==> src/design/bws_pkg.sv <==
package bws_pkg;

    localparam int ADDR_W = 4;
    localparam int DATA_W = 8;

    // Register map
    localparam logic [3:0] ADDR_RST_SRC  = 4'h0;
    localparam logic [3:0] ADDR_BRK_FCTL = 4'h1;
    localparam logic [3:0] ADDR_BRK_AUX  = 4'h2;
    localparam logic [3:0] ADDR_BRK_WSTS = 4'h3;
    localparam logic [3:0] ADDR_IRQ_STS  = 4'h4;
    localparam logic [3:0] ADDR_IRQ_MSK  = 4'h5;

    // Reset source flag positions
    localparam int RSF_POR  = 7;
    localparam int RSF_PIN  = 6;
    localparam int RSF_WDOG = 5;
    localparam int RSF_ILLEGAL_OPCODE_FLAG = 4;
    localparam int RSF_ILLEGAL_ADDRESS_FLAG = 3;
    localparam int RSF_MON  = 2;
    localparam int RSF_LVI  = 1;
    localparam int RSF_NSRC = 6;

    // Control and status bit positions
    localparam int BFC_CLR_EN   = 7;
    localparam int BAUX_WDOG_DIS = 0;
    localparam int BWS_WAIT_EXIT = 1;

    // Interrupt event bit positions
    localparam int EV_BRK_ENTRY = 0;
    localparam int EV_WAIT_BRK  = 1;
    localparam int EV_LOW_PWR   = 2;
    localparam int EV_WAKE      = 3;
    localparam int EV_N         = 4;

    // Reset values
    localparam logic [7:0] RST_SRC_POR_VAL = 8'h80;
    localparam logic [7:0] BRK_FCTL_RST    = 8'h00;
    localparam logic [7:0] BRK_AUX_RST     = 8'h00;
    localparam logic [3:0] IRQ_STS_RST     = 4'h0;
    localparam logic [3:0] IRQ_MSK_RST     = 4'h0;

    // Power states, Gray coded along run-wait-break and run-stop
    typedef enum logic [1:0] {
        ST_RUN   = 2'b00,
        ST_WAIT  = 2'b01,
        ST_BREAK = 2'b11,
        ST_STOP  = 2'b10
    } bws_state_t;

endpackage

==> src/design/bws_bus_if.sv <==
interface bws_bus_if;
    import bws_pkg::*;

    logic [ADDR_W-1:0] addr;
    logic [DATA_W-1:0] wdata;
    logic              wr;
    logic              rd;

    modport master (output addr, output wdata, output wr, output rd);
    modport slave  (input addr, input wdata, input wr, input rd);
endinterface

==> src/design/bws_top.sv <==
module bws_top
    import bws_pkg::*;
(
    input  wire logic              i_clk,
    input  wire logic              i_arst_n,
    input  wire logic [ADDR_W-1:0] i_addr,
    input  wire logic [DATA_W-1:0] i_wdata,
    input  wire logic              i_wr,
    input  wire logic              i_rd,
    output logic      [DATA_W-1:0] o_rdata,
    input  wire logic              i_brk_req,
    input  wire logic              i_brk_exit,
    input  wire logic              i_wait_exec,
    input  wire logic              i_stop_exec,
    input  wire logic              i_wake_req,
    input  wire logic              i_rst_pin,
    input  wire logic              i_rst_wdog,
    input  wire logic              i_rst_illegal_opcode_flag,
    input  wire logic              i_rst_illegal_address_flag,
    input  wire logic              i_rst_mon,
    input  wire logic              i_rst_lvi,
    output logic                   o_swi_vec_force,
    output logic                   o_break_mode,
    output logic                   o_flag_clr_allow,
    output logic                   o_imask_clr,
    output logic                   o_cpu_clk_en,
    output logic                   o_periph_clk_en,
    output logic                   o_wdog_disable,
    output logic                   o_irq
);

    bws_bus_if bus ();

    bws_state_t        state_r;
    bws_state_t        state_nxt;
    logic [DATA_W-1:0] brk_fctl_r;
    logic [DATA_W-1:0] brk_aux_r;
    logic              wait_exit_r;
    logic              swi_r;
    logic              imask_clr_r;
    logic              cpu_clk_r;
    logic              periph_clk_r;
    logic              clr_allow_r;
    logic              wdog_dis_r;
    logic [DATA_W-1:0] rdata_r;
    logic [DATA_W-1:0] rst_flags;
    logic [EV_N-1:0]   irq_evt;
    logic [EV_N-1:0]   irq_sts;
    logic [EV_N-1:0]   irq_msk;
    logic              brk_entry;
    logic              wait_brk_exit;
    logic              low_pwr_entry;
    logic              wake;

    assign bus.addr  = i_addr;
    assign bus.wdata = i_wdata;
    assign bus.wr    = i_wr;
    assign bus.rd    = i_rd;

    // Power and break state sequencing
    always_comb
    begin
        state_nxt = state_r;
        case (state_r)
            ST_RUN:
            begin
                if (i_brk_req)
                begin
                    state_nxt = ST_BREAK;
                end
                else if (i_wait_exec)
                begin
                    state_nxt = ST_WAIT;
                end
                else if (i_stop_exec)
                begin
                    state_nxt = ST_STOP;
                end
            end
            ST_WAIT:
            begin
                if (i_brk_req)
                begin
                    state_nxt = ST_BREAK;
                end
                else if (i_wake_req)
                begin
                    state_nxt = ST_RUN;
                end
            end
            ST_STOP:
            begin
                if (i_brk_req)
                begin
                    state_nxt = ST_BREAK;
                end
                else if (i_wake_req)
                begin
                    state_nxt = ST_RUN;
                end
            end
            ST_BREAK:
            begin
                if (i_brk_exit)
                begin
                    state_nxt = ST_RUN;
                end
            end
            default:
            begin
                state_nxt = ST_RUN;
            end
        endcase
    end

    always_ff @(posedge i_clk or negedge i_arst_n)
    begin
        if (!i_arst_n)
        begin
            state_r <= ST_RUN;
        end
        else
        begin
            state_r <= state_nxt;
        end
    end

    assign brk_entry     = (state_r != ST_BREAK) && (state_nxt == ST_BREAK);
    assign wait_brk_exit = (state_r == ST_WAIT) && (state_nxt == ST_BREAK);
    assign low_pwr_entry = (state_r == ST_RUN) && (state_nxt == ST_WAIT || state_nxt == ST_STOP);
    assign wake          = (state_r == ST_WAIT || state_r == ST_STOP) && (state_nxt == ST_RUN);

    // Break flag control register
    always_ff @(posedge i_clk or negedge i_arst_n)
    begin
        if (!i_arst_n)
        begin
            brk_fctl_r <= BRK_FCTL_RST;
        end
        else if (i_wr && i_addr == ADDR_BRK_FCTL)
        begin
            brk_fctl_r <= i_wdata & (8'h01 << BFC_CLR_EN);
        end
    end

    // Break auxiliary control register
    always_ff @(posedge i_clk or negedge i_arst_n)
    begin
        if (!i_arst_n)
        begin
            brk_aux_r <= BRK_AUX_RST;
        end
        else if (i_wr && i_addr == ADDR_BRK_AUX)
        begin
            brk_aux_r <= i_wdata & (8'h01 << BAUX_WDOG_DIS);
        end
    end

    // Wait exit by break, held through the break routine
    always_ff @(posedge i_clk or negedge i_arst_n)
    begin
        if (!i_arst_n)
        begin
            wait_exit_r <= 1'b0;
        end
        else if (wait_brk_exit)
        begin
            wait_exit_r <= 1'b1;
        end
        else if (state_r == ST_BREAK && state_nxt == ST_RUN)
        begin
            wait_exit_r <= 1'b0;
        end
    end

    // Vector force pulse on break entry
    always_ff @(posedge i_clk or negedge i_arst_n)
    begin
        if (!i_arst_n)
        begin
            swi_r <= 1'b0;
        end
        else
        begin
            swi_r <= brk_entry;
        end
    end

    // Interrupt mask clear pulse on wait or stop
    always_ff @(posedge i_clk or negedge i_arst_n)
    begin
        if (!i_arst_n)
        begin
            imask_clr_r <= 1'b0;
        end
        else
        begin
            imask_clr_r <= low_pwr_entry;
        end
    end

    // Clock gating
    always_ff @(posedge i_clk or negedge i_arst_n)
    begin
        if (!i_arst_n)
        begin
            cpu_clk_r    <= 1'b1;
            periph_clk_r <= 1'b1;
        end
        else
        begin
            cpu_clk_r    <= (state_nxt == ST_RUN) || (state_nxt == ST_BREAK);
            periph_clk_r <= (state_nxt != ST_STOP);
        end
    end

    // Flag clear permission for other modules
    always_ff @(posedge i_clk or negedge i_arst_n)
    begin
        if (!i_arst_n)
        begin
            clr_allow_r <= 1'b1;
        end
        else if (state_nxt == ST_BREAK)
        begin
            clr_allow_r <= brk_fctl_r[BFC_CLR_EN];
        end
        else
        begin
            clr_allow_r <= 1'b1;
        end
    end

    // Watchdog disable during break
    always_ff @(posedge i_clk or negedge i_arst_n)
    begin
        if (!i_arst_n)
        begin
            wdog_dis_r <= 1'b0;
        end
        else
        begin
            wdog_dis_r <= brk_aux_r[BAUX_WDOG_DIS] && (state_nxt == ST_BREAK);
        end
    end

    // Reset source recording
    bws_rst_flags u_rst_flags (
        .i_clk    (i_clk),
        .i_arst_n (i_arst_n),
        .bus      (bus.slave),
        .i_src    ({i_rst_pin,
                    i_rst_wdog,
                    i_rst_illegal_opcode_flag,
                    i_rst_illegal_address_flag,
                    i_rst_mon,
                    i_rst_lvi}),
        .o_flags  (rst_flags)
    );

    // Interrupt events
    always_comb
    begin
        irq_evt = '0;
        irq_evt[EV_BRK_ENTRY] = brk_entry;
        irq_evt[EV_WAIT_BRK]  = wait_brk_exit;
        irq_evt[EV_LOW_PWR]   = low_pwr_entry;
        irq_evt[EV_WAKE]      = wake;
    end

    bws_irq u_irq (
        .i_clk    (i_clk),
        .i_arst_n (i_arst_n),
        .bus      (bus.slave),
        .i_evt    (irq_evt),
        .o_sts    (irq_sts),
        .o_msk    (irq_msk),
        .o_irq    (o_irq)
    );

    // Read data, one cycle after the strobe
    always_ff @(posedge i_clk or negedge i_arst_n)
    begin
        if (!i_arst_n)
        begin
            rdata_r <= '0;
        end
        else if (i_rd)
        begin
            if (i_addr == ADDR_RST_SRC)
            begin
                rdata_r <= rst_flags;
            end
            else if (i_addr == ADDR_BRK_FCTL)
            begin
                rdata_r <= brk_fctl_r;
            end
            else if (i_addr == ADDR_BRK_AUX)
            begin
                rdata_r <= brk_aux_r;
            end
            else if (i_addr == ADDR_BRK_WSTS)
            begin
                rdata_r <= {6'h00, wait_exit_r, 1'b0};
            end
            else if (i_addr == ADDR_IRQ_STS)
            begin
                rdata_r <= {4'h0, irq_sts};
            end
            else if (i_addr == ADDR_IRQ_MSK)
            begin
                rdata_r <= {4'h0, irq_msk};
            end
            else
            begin
                rdata_r <= '0;
            end
        end
        else
        begin
            rdata_r <= '0;
        end
    end

    assign o_rdata          = rdata_r;
    assign o_swi_vec_force  = swi_r;
    assign o_break_mode     = (state_r == ST_BREAK);
    assign o_flag_clr_allow = clr_allow_r;
    assign o_imask_clr      = imask_clr_r;
    assign o_cpu_clk_en     = cpu_clk_r;
    assign o_periph_clk_en  = periph_clk_r;
    assign o_wdog_disable   = wdog_dis_r;

endmodule

==> src/design/bws_rst_flags.sv <==
module bws_rst_flags
    import bws_pkg::*;
(
    input  wire logic                i_clk,
    input  wire logic                i_arst_n,
    bws_bus_if.slave                 bus,
    input  wire logic [RSF_NSRC-1:0] i_src,
    output logic      [DATA_W-1:0]   o_flags
);

    logic [DATA_W-1:0] set_vec;
    logic              rd_clr;

    // Sources map onto PIN down to LOW_VOLTAGE_FLAG in order
    always_comb
    begin
        set_vec = '0;
        set_vec[RSF_PIN:RSF_LVI] = i_src;
    end

    assign rd_clr = bus.rd && (bus.addr == ADDR_RST_SRC);

    // Power-on sets POR and clears the rest
    always_ff @(posedge i_clk or negedge i_arst_n)
    begin
        if (!i_arst_n)
        begin
            o_flags <= RST_SRC_POR_VAL;
        end
        else if (rd_clr)
        begin
            o_flags <= set_vec;
        end
        else
        begin
            o_flags <= o_flags | set_vec;
        end
    end

endmodule

==> src/design/bws_irq.sv <==
module bws_irq
    import bws_pkg::*;
(
    input  wire logic            i_clk,
    input  wire logic            i_arst_n,
    bws_bus_if.slave             bus,
    input  wire logic [EV_N-1:0] i_evt,
    output logic      [EV_N-1:0] o_sts,
    output logic      [EV_N-1:0] o_msk,
    output logic                 o_irq
);

    logic [EV_N-1:0] w1c;

    assign w1c = (bus.wr && bus.addr == ADDR_IRQ_STS) ? bus.wdata[EV_N-1:0] : '0;

    // Sticky status, a new event wins over a clear
    always_ff @(posedge i_clk or negedge i_arst_n)
    begin
        if (!i_arst_n)
        begin
            o_sts <= IRQ_STS_RST;
        end
        else
        begin
            o_sts <= (o_sts & ~w1c) | i_evt;
        end
    end

    always_ff @(posedge i_clk or negedge i_arst_n)
    begin
        if (!i_arst_n)
        begin
            o_msk <= IRQ_MSK_RST;
        end
        else if (bus.wr && bus.addr == ADDR_IRQ_MSK)
        begin
            o_msk <= bus.wdata[EV_N-1:0];
        end
    end

    assign o_irq = |(o_sts & o_msk);

endmodule

==> config.mk <==
export PLATFORM = sky130hd
export DESIGN_NAME = bws_top
export DESIGN_NICKNAME = d
export VERILOG_FILES = /design/src/design/bws_pkg.sv /design/src/design/bws_bus_if.sv /design/src/design/bws_top.sv /design/src/design/bws_rst_flags.sv /design/src/design/bws_irq.sv
export SDC_FILE = /design/constraint.sdc
export NUM_CORES = 1
export LEC_CHECK = 0
export ABC_CLOCK_PERIOD_IN_PS = 1900
export BUFFER_PORTS_ARGS = -buffer_cell sky130_fd_sc_hd__buf_2
export CELL_PAD_IN_SITES_DETAIL_PLACEMENT = 1
export CELL_PAD_IN_SITES_GLOBAL_PLACEMENT = 1
export CORE_MARGIN = 2
export CORE_UTILIZATION = 40
export DETAILED_ROUTE_END_ITERATION = 8
export PLACE_DENSITY_LB_ADDON = 0.1
export SYNTH_ARGS = -nofsm -noshare
export SYNTH_HDL_FRONTEND = slang
export SYNTH_SLANG_ARGS = --single-unit
==> constraint.sdc <==
create_clock -name i_clk -period 1.9 [get_ports i_clk]
set_input_delay 0.095 -clock i_clk [delete_from_list [all_inputs] [get_ports i_clk]]
set_output_delay 0.095 -clock i_clk [all_outputs]
set_load 0.1 [all_outputs]
==> results.md, run 1 <==
- Status: finished clean
- Setup violations, final: 0
- Clock Latency Late Sink: 290 ps
- Yosys warning count: 0
- Seq pwr share: 0.331
- Crit path launch: state_r[1]
- Avg WL per Cell: 15.5 um
- First-pass iteration count of the detailed router: 4
- Min-Delay Path Class: in -> reg
- EDFF count, synth: 0
- Worst Path Arrival: 1970 ps
- R2R Path End: u_irq.o_sts[2]
- Mean Syn Cell Area: 12.1 um^2
- Vias/cell: 5.04
- R2R Path Start: state_r[1]
- Global Route Usage Sum: 0.188
- Seq/Total Area, Yosys: 0.560
- Layout cells sized above 1: 0.402
- Synth top area share: 0.491
- CP Depth: 7
- Number of global-route vias before repair: 1242
- Drc violations: 0
- Routed WL: 3590 um
- Lkg Pwr: 0.962 nW
- CTS Buf Count: 5
- CP endpoint: u_irq.o_sts[2]
- Tcrit/Tclk final: 0.944
- Die Width: 65.8 um
- Clk pwr share: 0.158
- Critical Path RT: 2080 ps
- Mapped Area: 1530 um^2
- Top cells by area, synth: dfrtp_1 (49%), dfstp_2 (6.9%), ha_1 (4.9%), a21o_1 (3.9%), mux2_4 (3.9%)
- CTS clk-pin slew, worst paths: 60 ps
- Die area: 4330 um^2
- Via count: 1170
- Hold_ws: 40.8 ps
- Ys flop type: dfrtp_1
- Slew @ Worst Pin: 736 ps
- Total negative setup slack: 0 ps
- Max Fclk: 558 MHz
- Most common cell in the netlist: dfrtp_1
- Pin count of the biggest net entering global routing: 35
- Final instance area: 2020 um^2
- Initial Utilization: 0.418
- Syn nets: 159
- Post-DRT Antenna Nets: 0
- Crit path time final: 1790 ps
- Crit. End Element: flip-flop
- DP HPWL: 2570 um
- CP Max Fanout: 4
- Setup ws final: 107 ps
- Iter 0 DRT Violations: 33
- Total power: 3.15 mW
- Final Max Slew Viols: 0
- Post-synth cell types: 33
- Crit path cell chain: ha_4, nor2b_1, a21oi_1, a22oi_2, ha_1, nor2b_2, nand2b_1
- Number of max-cap violations: 0
- I/O Buffers: 39
- Congestion Overflow GR: 0
- CTS tree: yes
- CTS H-tree depth: 2
- Final nets: 216
- Die Ht: 65.8 um
- Worst reg-to-reg path cell count: 7
- Root buffer cell: clkbuf_8
- Critical path's top delay family: adder cells
- Comb pwr share: 0.511
- Placed Area: 1780 um^2
- Worst slack, placed: -108 ps
- Slowest library cell on the worst path: dfrtp_2
- Mapped Cells: 126
- Max incr delay on CP: 450 ps
- ANT cells: 0
- Initial antenna violation count: 0
- Fillers: 424
- Std-Cell Rows: 22
- Global-route wire length before repair: 5860 um
- CP Class: reg -> reg
- Seq cells post-synth: 34
- Io pins: 43
- Switching share of total power: 0.443
- VDD IR max: 1.77 mV
- Clk buf depth: 2
- Sw Pwr: 1.39 mW
- Hold violation count in the final report: 0
- Skew final: 5.03 ps
- Synth top cells by count: dfrtp_1 (30), a21o_1 (8), nand2_1 (8), nand2b_1 (8), o21ai_0 (7)
- # clock sinks: 34
- Power Internal: 1.75 mW
- Max_slew headroom: 0.510
- CP Launch Type: flip-flop
- Routability cong.: 0.917
- Async SR Flop Fraction: 1.00
- Area growth, synth to finish: 31.8%
- Pwr per Cell Area: 1560 nW/um^2
- Core Area: 3660 um^2
- Reg2reg setup slack: 110 ps
- Buffers & Inverters on Critical Path: 0
- Synth area leader: dfrtp_1
power by group through the flow:
stage          clock network, mW  logic, mW  registers [mW]
2_1_floorplan                  0      0.673            1.40
3_3_place_gp                   0       1.29            1.03
3_5_place_dp                   0       1.33            1.05
4_1_cts                    0.507       1.48            1.04
5_1_grt                    0.549       1.75            1.06
6_report                   0.496       1.61            1.04
flip-flops by register name, summed over array words and instances, names as in the netlist, 2 cells and up:
name,count
u_irq.o_sts,4
u_irq.o_msk,4
u_rst_flags.o_flags,7
o_rdata,8
state_r,2
worst register-to-register path: cells and delay by family (launching register included):
| family | cells | cell delay (ps) |
|---|---|---|
| fa+ha+maj | 2 | 550 |
| flops | 1 | 450 |
| simple gates | 3 | 330 |
| compound gates | 2 | 360 |
cells in the final DEF (no fill, tap or decap), types with 3 or more instances in the layout:
master	n
buf_2	39
dfrtp_1	28
nand2b_1	8
a21o_1	8
nand2_1	8
dlygate4sd3_1	7
buf_4	7
o21ai_0	6
and2_1	5
clkbuf_8	5
inv_1	4
mux2_2	4
nor2b_1	4
mux2_4	4
dfstp_2	4
mux2i_1	3
ha_1	3
clkbuf_1	3
cell type report:
| class | count | area [um^2] | area share |
|---|---|---|---|
| tap | 48 | 60.1 | 0.0298 |
| inverter | 6 | 22.5 | 0.0112 |
| timing repair buffer | 53 | 318 | 0.158 |
| clock buffer | 8 | 80.1 | 0.0397 |
| sequential | 34 | 858 | 0.426 |
| multi-input combinational | 83 | 677 | 0.336 |
cells by family after synthesis:
family,synth area share
compound gates,0.120
fa+ha+maj,0.0491
buf+inv,0.0278
flops,0.560
mux,0.0884
simple gates,0.155
metal layers:
| layer | share of wire | GRT usage | up-vias |
|---|---|---|---|
| met2 | 0.50 | 0.309 | 27 |
| met5 | 0 | 0 | - |
| li1 | - | - | 560 |
| met3 | 0.050 | 0.0528 | 7 |
| met1 | 0.44 | 0.229 | 576 |
| met4 | 0.014 | 0.0859 | 0 |
how the worst min path moves through the flow:
stage / cells after the start / start / end / slack [ps]
6_report: 2 / i_wdata[7] / brk_fctl_r[7] / 40
4_1_cts: 2 / i_wdata[7] / brk_fctl_r[7] / 40
2_1_floorplan: 0 / i_arst_n / brk_aux_r[0] / -200
3_3_place_gp: 1 / i_arst_n / o_rdata[2] / 190
3_5_place_dp: 1 / i_arst_n / o_rdata[3] / 200
5_1_grt: 2 / i_wdata[7] / brk_fctl_r[7] / 40
metrics by stage:
step                      instances  utilization
final                           232        0.551
after detailed placement        211        0.487
after floorplan                 126            -
after global routing            232        0.551
after CTS                       230        0.539
after global placement          211        0.487
repair_timing:
item                                    CTS  global route
gates resized for setup                   4             9
hold buffers                              7             0
setup buffers                             4             2
pin swaps                                 2             3
endpoints found under the hold margin    36             0
endpoints found under the setup margin    4             8
gates cloned                              0             0
Note: power is estimated with default switching activity, not from simulation.
==> run 2: changes to the inputs <==
--- a/config.mk
+++ b/config.mk
@@ -13,6 +13,7 @@
 export CORE_UTILIZATION = 40
 export DETAILED_ROUTE_END_ITERATION = 8
 export PLACE_DENSITY_LB_ADDON = 0.1
+export REMOVE_ABC_BUFFERS = 1
 export SYNTH_ARGS = -nofsm -noshare
 export SYNTH_HDL_FRONTEND = slang
 export SYNTH_SLANG_ARGS = --single-unit
==> run 2 against run 1 <==
Compared with the run above: highest routed layer unchanged; cell count rose by 0.43%; sequential power is essentially flat; clock skew increased by 3.7 ps; clock-buffer cell count down 2; hold slack lost 3.6 ps; via count down 1.2%; core utilization up 0.34 points; sequential share of layout area fell by 0.39 points; critical path depth unchanged; die area is the same.
==> results.md, run 2 (synthesis gave the netlist of run 1 again) <==
- Status: finished clean
- Tcrit/Tclk final: 0.937
- Slew @ Worst Pin: 750 ps
- Number of max-cap violations: 0
- DP HPWL: 2480 um
- Slowest library cell on the worst path: dfrtp_1
- Seq pwr share: 0.320
- Setup ws final: 119 ps
- Routability cong.: 0.870
- Initial antenna violation count: 0
- Multi-input logic area: 669 um^2
- Final Max Slew Viols: 0
- Routed WL: 3480 um
- Io pins: 43
- Skew final: 8.75 ps
- CTS H-tree depth: 2
- Global-route wire length before repair: 5520 um
- Std-Cell Rows: 22
- Sw Pwr: 1.40 mW
- RSZ-0062 raised after global routing: false
- Worst Path Arrival: 2000 ps
- Iter 0 DRT Violations: 48
- Lkg Pwr: 0.978 nW
- I/O Buffers: 39
- Initial Utilization: 0.418
- Drc violations: 0
- Final instance area: 2030 um^2
- Pin count of the biggest net entering global routing: 35
- CTS clk-pin slew, worst paths: 70 ps
- Clk pwr share: 0.175
- Crit path cell chain: ha_1, nor2b_1, a21oi_2, a22oi_2, ha_2, nor2b_2, nand2b_1
- Power Internal: 1.76 mW
- CP Max Fanout: 5
- Setup violations, final: 0
- Hold violation count in the final report: 0
- Post-DRT Antenna Nets: 0
- Die Ht: 65.8 um
- Area growth, synth to finish: 32.7%
- Crit path time final: 1780 ps
- Worst slack, placed: -30.7 ps
- Layout cells sized above 1: 0.411
- ANT cells: 0
- Final core utilization: 0.554
- CP Launch Type: flip-flop
- CP Class: reg -> reg
- Global Route Usage Sum: 0.174
- Fillers: 427
- Max incr delay on CP: 430 ps
- CTS Buf Count: 5
- Register area: 856 um^2
- Crit. End Element: flip-flop
- Die Width: 65.8 um
- Switching share of total power: 0.442
- Critical Path RT: 2120 ps
- Min-Delay Path Class: in -> reg
- Non-filler cells, final: 233
- Root buffer cell: clkbuf_8
- Via count: 1156
- Vias/cell: 4.96
- Core Area: 3660 um^2
- Placed Area: 1790 um^2
- Placed Cells: 214
- Clk buf depth: 2
- Number of global-route vias before repair: 1209
- Commonest non-fill, non-tap cells in the layout: buf_2 (39), dfrtp_1 (30)
- Clock Latency Late Sink: 290 ps
- First-pass iteration count of the detailed router: 4
- Max_slew headroom: 0.500
- # clock sinks: 34
- Number of flip-flops in the largest register: 8
- Commonest non-fill, non-tap cell in the layout: buf_2
- Final nets: 217
- CTS tree: yes
- Avg WL per Cell: 14.9 um
- Die area: 4330 um^2
- Max Fclk: 561 MHz
- VDD IR max: 0.722 mV
- Pwr per Cell Area: 1560 nW/um^2
- Congestion Overflow GR: 0
- Comb pwr share: 0.505
## run 2: changes by cell type in the layout (fill, tap and decap cells not counted), sizes merged
| cell | change |
|---|---|
| buf | +1 |
| clkbuf | -2 |
| clkinv | +1 |
| clkinvlp | +1 |
## run 2: worst max-delay path: cells and delay by family (launching register included)
family,cells,cell delay (ps)
flops,1,430
fa+ha+maj,2,430
simple gates,3,480
compound gates,2,380
## run 2: cell type report
cell class	count	share of cell area
tap	48	0.0296
sequential	34	0.422
clock inverter	2	0.00617
clock buffer	6	0.0407
inverter	6	0.0111
multi-input combinational	83	0.330
timing repair buffer	54	0.160
## run 2: what timing repair did
action                                  4_1_cts  5_1_grt
endpoints found under the setup margin        1        5
hold buffers                                  7        0
endpoints found under the hold margin        36        0
resized for setup                             2        9
pin swaps                                     0        2
buffers inserted                              0        4
## run 2: final timing paths
| check | startpoint | end | slack, ps | cells past startpoint |
|---|---|---|---|---|
| max in group asynchronous | i_arst_n | state_r[1] | 1010 | 2 |
| worst min register to register | u_rst_flags.o_flags[5] | u_rst_flags.o_flags[5] | 480 | 1 |
| worst min-delay path | i_wdata[7] | brk_fctl_r[7] | 40 | 2 |
| worst max register to register | state_r[0] | u_irq.o_sts[0] | 120 | 7 |
| worst max-delay path | state_r[0] | u_irq.o_sts[0] | 120 | 7 |
| min in group asynchronous | i_arst_n | o_rdata[2] | 400 | 2 |
## run 2: layer usage
layer  vias to the layer above  GRT usage  part of all wire
li1                        553          -                 -
met1                       569      0.220              0.45
met2                        28      0.283              0.49
met3                         6     0.0613             0.051
met4                         0     0.0469             0.011
met5                         -          0                 0
## run 2: power by group through the flow
| stage | clock [mW] | combinational (mW) | sequential, mW |
|---|---|---|---|
| floorplan | 0 | 0.649 | 1.39 |
| global placement | 0 | 1.33 | 1.02 |
| detailed placement | 0 | 1.36 | 1.02 |
| CTS | 0.572 | 1.40 | 1.01 |
| global route | 0.604 | 1.72 | 1.03 |
| finish | 0.553 | 1.60 | 1.01 |
## run 2: stage by stage
| stage | TNS, ps | total power, mW | hold WS [ps] |
|---|---|---|---|
| detailed placement | -30.7 | 2.38 | 207 |
| CTS | 0 | 2.98 | 31.6 |
| global route | 0 | 3.35 | 49.6 |
| floorplan | -3640 | 2.04 | -201 |
| finish | 0 | 3.16 | 37.2 |
| global placement | 0 | 2.35 | 195 |
